$ cat src/rtl/lss_defs.vh
// Constants of the low-side switch serial control block
`ifndef LSS_DEFS_VH
`define LSS_DEFS_VH
`define LSS_SHIFT_W 8
`define LSS_HP_CH 6
`define LSS_CMD_RST 8'h00
`define LSS_FAULT_RST 8'h00
`define LSS_OL_LOW_BIT 6
`define LSS_OL_HIGH_BIT 7
`endif

$ cat src/rtl/lss_spi_ctrl.v
// Serial and parallel control logic of the low-side switch
`timescale 1ns/1ps
`include "lss_defs.vh"
module lss_spi_ctrl #(
	parameter SHIFT_W = `LSS_SHIFT_W
) (
	input wire clk_sys_i,
	input wire reset_i,
	input wire clk_en_i,
	input wire cs_n_i,
	input wire sclk_i,
	input wire si_i,
	input wire mode_i,
	input wire [7:0] parallel_channel_inputs_i,
	input wire limp_pair_input_ch01_i,
	input wire limp_pair_input_ch23_i,
	input wire limp_pair_input_ch45_i,
	input wire [7:0] fault_raw_i,
	output reg so_o,
	output reg so_oe_n_o,
	output reg [7:0] switch_outputs_o,
	output reg [5:0] on_open_load_enable_o
);
	// Pin bit positions and reset levels
	localparam PIN_W = 23;
	localparam [PIN_W-1:0] PIN_RST = 23'h400000;
	localparam PIN_CS = 22;
	localparam PIN_SCLK = 21;
	localparam PIN_SI = 20;
	localparam PIN_MODE = 19;
	localparam PIN_PAR = 11;
	localparam PIN_LIMP = 8;
	localparam PIN_FAULT = 0;

	// Transfer states
	localparam [2:0] ST_IDLE = 3'h1;
	localparam [2:0] ST_SHIFT = 3'h2;
	localparam [2:0] ST_LOAD = 3'h4;

	// Synchronised pins
	wire [PIN_W-1:0] pin_raw;
	wire [PIN_W-1:0] pin_sync;
	wire cs_n;
	wire sclk;
	wire si;
	wire mode;
	wire [7:0] par_sync;
	wire [2:0] limp_sync;
	wire [7:0] fault_sync;

	// Link edges
	reg cs_d_reg;
	reg sclk_d_reg;
	wire cs_fall;
	wire cs_rise;
	wire sclk_rise;
	wire sclk_fall;

	// Transfer control
	reg [2:0] state_reg;
	reg [2:0] state_next;
	wire in_shift;
	wire in_load;
	reg [SHIFT_W-1:0] shift_reg;
	reg [7:0] cmd_reg;
	reg read_reg;

	// Fault status
	reg [7:0] fault_reg;
	reg [7:0] snap_reg;
	wire clear_ok;
	wire fault_open;
	wire [7:0] fault_keep;
	wire [7:0] fault_next;

	// Channel selection
	wire [5:0] hp_cmd;
	wire [5:0] hp_par;
	wire [5:0] hp_serial;
	wire [5:0] hp_limp;
	wire [5:0] hp_next;
	wire [1:0] lp_next;
	wire ol_any;
	wire [5:0] ol_next;
	genvar g;

	// Pin inputs gathered for the synchronisers
	assign pin_raw = {cs_n_i, sclk_i, si_i, mode_i, parallel_channel_inputs_i, limp_pair_input_ch45_i,
		limp_pair_input_ch23_i, limp_pair_input_ch01_i, fault_raw_i};

	// Two flip-flops per pin bit
	generate
		for (g = 0; g < PIN_W; g = g + 1) begin : g_sync
			reg meta_reg;
			reg sync_reg;
			always @(posedge clk_sys_i) begin
				if (reset_i) begin
					meta_reg <= PIN_RST[g];
					sync_reg <= PIN_RST[g];
				end else if (clk_en_i) begin
					meta_reg <= pin_raw[g];
					sync_reg <= meta_reg;
				end
			end
			assign pin_sync[g] = sync_reg;
		end
	endgenerate

	assign cs_n = pin_sync[PIN_CS];
	assign sclk = pin_sync[PIN_SCLK];
	assign si = pin_sync[PIN_SI];
	assign mode = pin_sync[PIN_MODE];
	assign par_sync = pin_sync[PIN_PAR+7:PIN_PAR];
	assign limp_sync = pin_sync[PIN_LIMP+2:PIN_LIMP];
	assign fault_sync = pin_sync[PIN_FAULT+7:PIN_FAULT];

	// Edge detection, idle levels after reset
	always @(posedge clk_sys_i) begin
		if (reset_i) begin
			cs_d_reg <= 1'b1;
			sclk_d_reg <= 1'b0;
		end else if (clk_en_i) begin
			cs_d_reg <= cs_n;
			sclk_d_reg <= sclk;
		end
	end

	assign cs_fall = cs_d_reg & ~cs_n;
	assign cs_rise = ~cs_d_reg & cs_n;
	assign sclk_rise = ~sclk_d_reg & sclk & ~cs_n;
	assign sclk_fall = sclk_d_reg & ~sclk & ~cs_n;

	// Transfer state register
	always @(posedge clk_sys_i) begin
		if (reset_i) begin
			state_reg <= ST_IDLE;
		end else if (clk_en_i) begin
			state_reg <= state_next;
		end
	end

	// Idle, selected, then one cycle of command load
	always @* begin
		state_next = state_reg;
		case (state_reg)
			ST_IDLE: begin
				if (cs_fall) begin
					state_next = ST_SHIFT;
				end
			end
			ST_SHIFT: begin
				if (cs_rise) begin
					state_next = ST_LOAD;
				end
			end
			ST_LOAD: begin
				if (cs_fall) begin
					state_next = ST_SHIFT;
				end else begin
					state_next = ST_IDLE;
				end
			end
			default: begin
				state_next = ST_IDLE;
			end
		endcase
	end

	assign in_shift = (state_reg == ST_SHIFT);
	assign in_load = (state_reg == ST_LOAD);

	// Shift register and fault snapshot
	always @(posedge clk_sys_i) begin
		if (reset_i) begin
			shift_reg <= {SHIFT_W{1'b0}};
			snap_reg <= `LSS_FAULT_RST;
		end else if (clk_en_i) begin
			if (cs_fall) begin
				shift_reg <= fault_reg;
				snap_reg <= fault_reg;
			end else if (sclk_rise) begin
				shift_reg <= {shift_reg[SHIFT_W-2:0], si};
			end
		end
	end

	// Serial data output
	always @(posedge clk_sys_i) begin
		if (reset_i) begin
			so_o <= 1'b0;
		end else if (clk_en_i) begin
			if (cs_fall) begin
				so_o <= fault_reg[7];
			end else if (sclk_fall) begin
				so_o <= shift_reg[SHIFT_W-1];
			end
		end
	end

	// Output enable, low while selected outside limp mode
	always @(posedge clk_sys_i) begin
		if (reset_i) begin
			so_oe_n_o <= 1'b1;
		end else if (clk_en_i) begin
			so_oe_n_o <= cs_n | mode;
		end
	end

	// Status counts as read once a bit has been shifted out
	always @(posedge clk_sys_i) begin
		if (reset_i) begin
			read_reg <= 1'b0;
		end else if (clk_en_i) begin
			if (cs_fall) begin
				read_reg <= 1'b0;
			end else if (sclk_fall) begin
				read_reg <= 1'b1;
			end
		end
	end

	// Command latch, last byte before deselect
	always @(posedge clk_sys_i) begin
		if (reset_i) begin
			cmd_reg <= `LSS_CMD_RST;
		end else if (clk_en_i) begin
			if (in_load) begin
				cmd_reg <= shift_reg[7:0];
			end
		end
	end

	// Fault register, frozen while selected
	assign clear_ok = in_load & read_reg;
	assign fault_open = ~in_shift & ~cs_fall;

	// New faults win over the clear
	generate
		for (g = 0; g < 8; g = g + 1) begin : g_fault
			assign fault_keep[g] = clear_ok ? (fault_reg[g] & ~snap_reg[g]) : fault_reg[g];
			assign fault_next[g] = fault_keep[g] | fault_sync[g];
		end
	endgenerate

	always @(posedge clk_sys_i) begin
		if (reset_i) begin
			fault_reg <= `LSS_FAULT_RST;
		end else if (clk_en_i) begin
			if (fault_open) begin
				fault_reg <= fault_next;
			end
		end
	end

	// High-power channel selection
	generate
		for (g = 0; g < `LSS_HP_CH; g = g + 1) begin : g_hp
			assign hp_cmd[g] = cmd_reg[g];
			assign hp_par[g] = par_sync[g];
			assign hp_serial[g] = hp_cmd[g] | hp_par[g];
			assign hp_limp[g] = limp_sync[g / 2];
			assign hp_next[g] = mode ? hp_limp[g] : hp_serial[g];
		end
	endgenerate

	// Low-power channels
	assign lp_next = mode ? 2'h0 : par_sync[7:6];

	// Open-load enables
	assign ol_any = cmd_reg[`LSS_OL_LOW_BIT] | cmd_reg[`LSS_OL_HIGH_BIT];

	generate
		for (g = 0; g < `LSS_HP_CH; g = g + 1) begin : g_ol
			assign ol_next[g] = ol_any;
		end
	endgenerate

	// Registered channel outputs
	always @(posedge clk_sys_i) begin
		if (reset_i) begin
			switch_outputs_o <= 8'h00;
		end else if (clk_en_i) begin
			switch_outputs_o <= {lp_next, hp_next};
		end
	end

	// Registered open-load enables
	always @(posedge clk_sys_i) begin
		if (reset_i) begin
			on_open_load_enable_o <= 6'h00;
		end else if (clk_en_i) begin
			on_open_load_enable_o <= ol_next;
		end
	end

endmodule // lss_spi_ctrl

$ cat config.mk
export PLATFORM = sky130hd
export DESIGN_NAME = lss_spi_ctrl
export DESIGN_NICKNAME = d
export VERILOG_FILES = /design/src/rtl/lss_spi_ctrl.v
export VERILOG_INCLUDE_DIRS = /design/src /design/src/rtl
export SDC_FILE = /design/constraint.sdc
export NUM_CORES = 1
export LEC_CHECK = 0
export ABC_AREA = 1
export BUFFER_PORTS_ARGS = -buffer_cell sky130_fd_sc_hd__buf_4
export CAP_MARGIN = 20
export CORE_UTILIZATION = 40
export CTS_CLUSTER_DIAMETER = 80
export CTS_CLUSTER_SIZE = 8
export DETAILED_ROUTE_END_ITERATION = 8
export GPL_TIMING_DRIVEN = 0
export PLACE_DENSITY_LB_ADDON = 0.12
export SLEW_MARGIN = 20
export SYNTH_ARGS = -nofsm -noshare
export SYNTH_HDL_FRONTEND = slang
export SYNTH_SLANG_ARGS = --single-unit
$ cat constraint.sdc
create_clock -name clk_sys_i -period 1.6 [get_ports clk_sys_i]
set_clock_uncertainty 0.1 [all_clocks]
set_input_delay 0.32 -clock clk_sys_i [delete_from_list [all_inputs] [get_ports clk_sys_i]]
set_output_delay 0.32 -clock clk_sys_i [all_outputs]
set_load 0.02 [all_outputs]
==> flow_summary.json <==
{
  "run_status": "finished clean",
  "ir_worst_vdd_uv": 581,
  "grt_first_pass_wirelength_um": 13900,
  "htreeDepth": 3,
  "area_growth_pct": 17.5,
  "stdcell_count": 645,
  "critPathTopFamily": "simple AND/OR/NAND/NOR gates",
  "synth_area_leaders": "dfxtp_1 (51%), nor2_1 (12%), o21ai_0 (11%), nand2_1 (5.3%), a21oi_1 (2.7%)",
  "grt_overflow": 0,
  "core_region_area_mm2": 0.00885,
  "cp_max_fo": 8,
  "critPathLaunchType": "flop",
  "cts_hold_buf": 0,
  "final_hold_viol_count": 0,
  "synth-edff-count": 0,
  "critPathBufInv": 0,
  "cpMostUsedCell": "nand3_1",
  "met3_length_um": 327,
  "synth.avg_cell_area_um2": 7.71,
  "clk_path_buf_depth": 2,
  "synth_top_area_frac": 0.513,
  "rows": 34,
  "p_leak_nw": 1.85,
  "finalCriticalPeriod_ns": 1.49,
  "antenna_cells": 0,
  "wl_met2_um": 3660,
  "postRouteAntennaNets": 0,
  "via_per_inst": 4.89,
  "slew_headroom": 0.481,
  "synth_area_mm2": 0.00371,
  "insertion_delay_ns": 0.37,
  "synth_cell_types": 24,
  "layout.nets": 558,
  "first_global_vias": 2912,
  "die_h_um": 98.3,
  "synth_top_family_by_area": "simple AND/OR/NAND/NOR gates",
  "n_fill_cell": 917,
  "hold_ws_ns": 0.0646,
  "post-route-period-util": 0.929,
  "tightest_slew_ns": 0.779,
  "drc": 0,
  "synthSimpleGateAreaFrac": 0.243,
  "portBuffers": 40,
  "drt-total-wl_um": 8220,
  "wirelength_met1_um": 4140,
  "drt_iter0_drc": 223,
  "die_w_um": 98.3,
  "cp_slowest_cell": "dfxtp_1",
  "crit_path_end_kind": "flop",
  "synthCells": 481,
  "power.density_mw_per_mm2": 1120,
  "setup_ws_ns": 0.113,
  "antenna_found_initial": 0,
  "place_ws_ns": 0.0773,
  "yosysWarningCount": 0,
  "yosysTopAreaCell": "dfxtp_1",
  "synthAdderAreaFrac": 0,
  "top_layer": "met4",
  "cts_sinks": 95,
  "synth_fp_nets": 507,
  "timing.fmax_mhz": 673,
  "first_pass_iters": 7,
  "cp.required_ns": 1.72,
  "setup_violations": 0,
  "drv_slew": 0,
  "wl_per_cell_um": 12.8,
  "dpl.hpwl_um": 5720,
  "gp_congestion": 0.845,
  "yosysSeqAreaShare": 0.513,
  "vias": 3156,
  "cts_inserted_buffers": 9,
  "async_flop_share": 0,
  "clockRootBuffer": "clkbuf_8",
  "final_core_util": 0.493,
  "rsz0062_at_grt": "no",
  "dieArea_mm2": 0.00966,
  "tns_ns": 0,
  "largest_reg_flops": 23,
  "worstHoldPathType": "in -> reg",
  "ys.flop_type": "dfxtp_1",
  "synth_mux_area_frac": 0,
  "ys_ff_latch": 95,
  "maxCapViolCount": 0,
  "cp_cell_sequence": "nand3_1, nor2_2, nand3_1, nand2_1, a21oi_2",
  "worstSetupPathType": "reg -> reg",
  "ios": 42,
  "grt_usage": 0.183,
  "slowest_delay_ns": 0.51,
  "placedCellCount": 629,
  "synth-xor-area-share": 0,
  "synth_compound_area_frac": 0.169,
  "cp.arrival_ns": 1.61,
  "clkTransAtPathRegs_ns": 0.10,
  "drive_above_1_share": 0.201,
  "grt_start_max_net_pins": 18,
  "initial_core_util": 0.419,
  "cts_tree": "done"
}
[Yosys cell counts, types with 2 or more instances]
cell type,count
nor2_2,2
nand2_2,9
nor2_1,117
o21ai_1,2
buf_2,13
o21ai_0,83
nand3_1,19
nor2_4,2
dfxtp_1,95
a31oi_1,5
clkbuf_1,11
nand2_4,2
inv_1,23
nand2_1,52
a21oi_1,20
inv_2,6
nor3_1,2
a21oi_2,8
buf_4,5
[through the flow]
stage,power (mW),cell area (µm²)
after floorplan,3.05,3710
after global placement,3.23,4150
after detailed placement,3.24,4150
after CTS,4.92,4360
after global routing,5.12,4360
final,4.87,4360
[worst reg2reg max path, stage by stage, from the launching register on]
cell and delay [ns]:
dfxtp_1 0.51, nand3_1 0.16, nor2_2 0.33, nand3_1 0.13
nand2_1 0.09, a21oi_2 0.05
[per-layer routing]
| metal | up-vias | GRT usage |
|---|---|---|
| li1 | 1652 | - |
| met1 | 1437 | 0.245 |
| met2 | 56 | 0.292 |
| met3 | 11 | 0.0415 |
| met4 | 0 | 0.0586 |
| met5 | - | 0 |
[layout make-up]
cell class | instances | area [µm²] | share of cell area
repair buffers | 40 | 300 | 0.0689
well taps | 108 | 135 | 0.0310
flip-flops and latches | 95 | 1900 | 0.436
multi-input cells | 326 | 1530 | 0.351
clock buffers | 10 | 138 | 0.0316
plain buffers | 31 | 170 | 0.0390
inverters | 29 | 109 | 0.0250
clock inverters | 6 | 76.3 | 0.0175
[path summary, 6_finish.rpt]
kind | from | end | slack [ns] | cells after the start
setup / recovery | state_reg[2] | fault_reg[1] | 0.11 | 5
hold / removal | parallel_channel_inputs_i[1] | g_sync[12].meta_reg | 0.06 | 3
setup reg to reg | state_reg[2] | fault_reg[1] | 0.11 | 5
hold reg to reg | cmd_reg[2] | cmd_reg[2] | 0.35 | 2
[cells in the final DEF, fill, tap and decap left out, types with 2 or more instances in the layout]
cell,instances
nor2_1,117
dfxtp_1,94
o21ai_0,83
nand2_1,52
buf_4,45
inv_1,23
a21oi_1,20
nand3_1,19
buf_2,13
clkbuf_1,11
clkbuf_8,10
nand2_2,9
a21oi_2,8
inv_2,6
a31oi_1,5
nand2_4,2
nor2_2,2
nor2_4,2
nor3_1,2
o21ai_1,2
clkinv_4,2
inv_6,2
[logic make-up after synthesis]
family,after synthesis
AOI/OAI and AO/OA,118
buffers and inverters,60
and+or+nand+nor,208
DFF,95
[what timing repair did]
item,in CTS,in global routing
resized for setup,0,1
buffers inserted,0,0
endpoints found under the setup margin,0,2
[power breakdown]
group	internal (mW)	leakage (nW)	total, mW	switching [mW]
clock	0.793	0.109	1.68	0.886
combinational	0.232	0.961	0.582	0.350
sequential	2.51	0.781	2.61	0.0959
total	3.54	1.85	4.87	1.33
(Power assumes the default switching activity.)
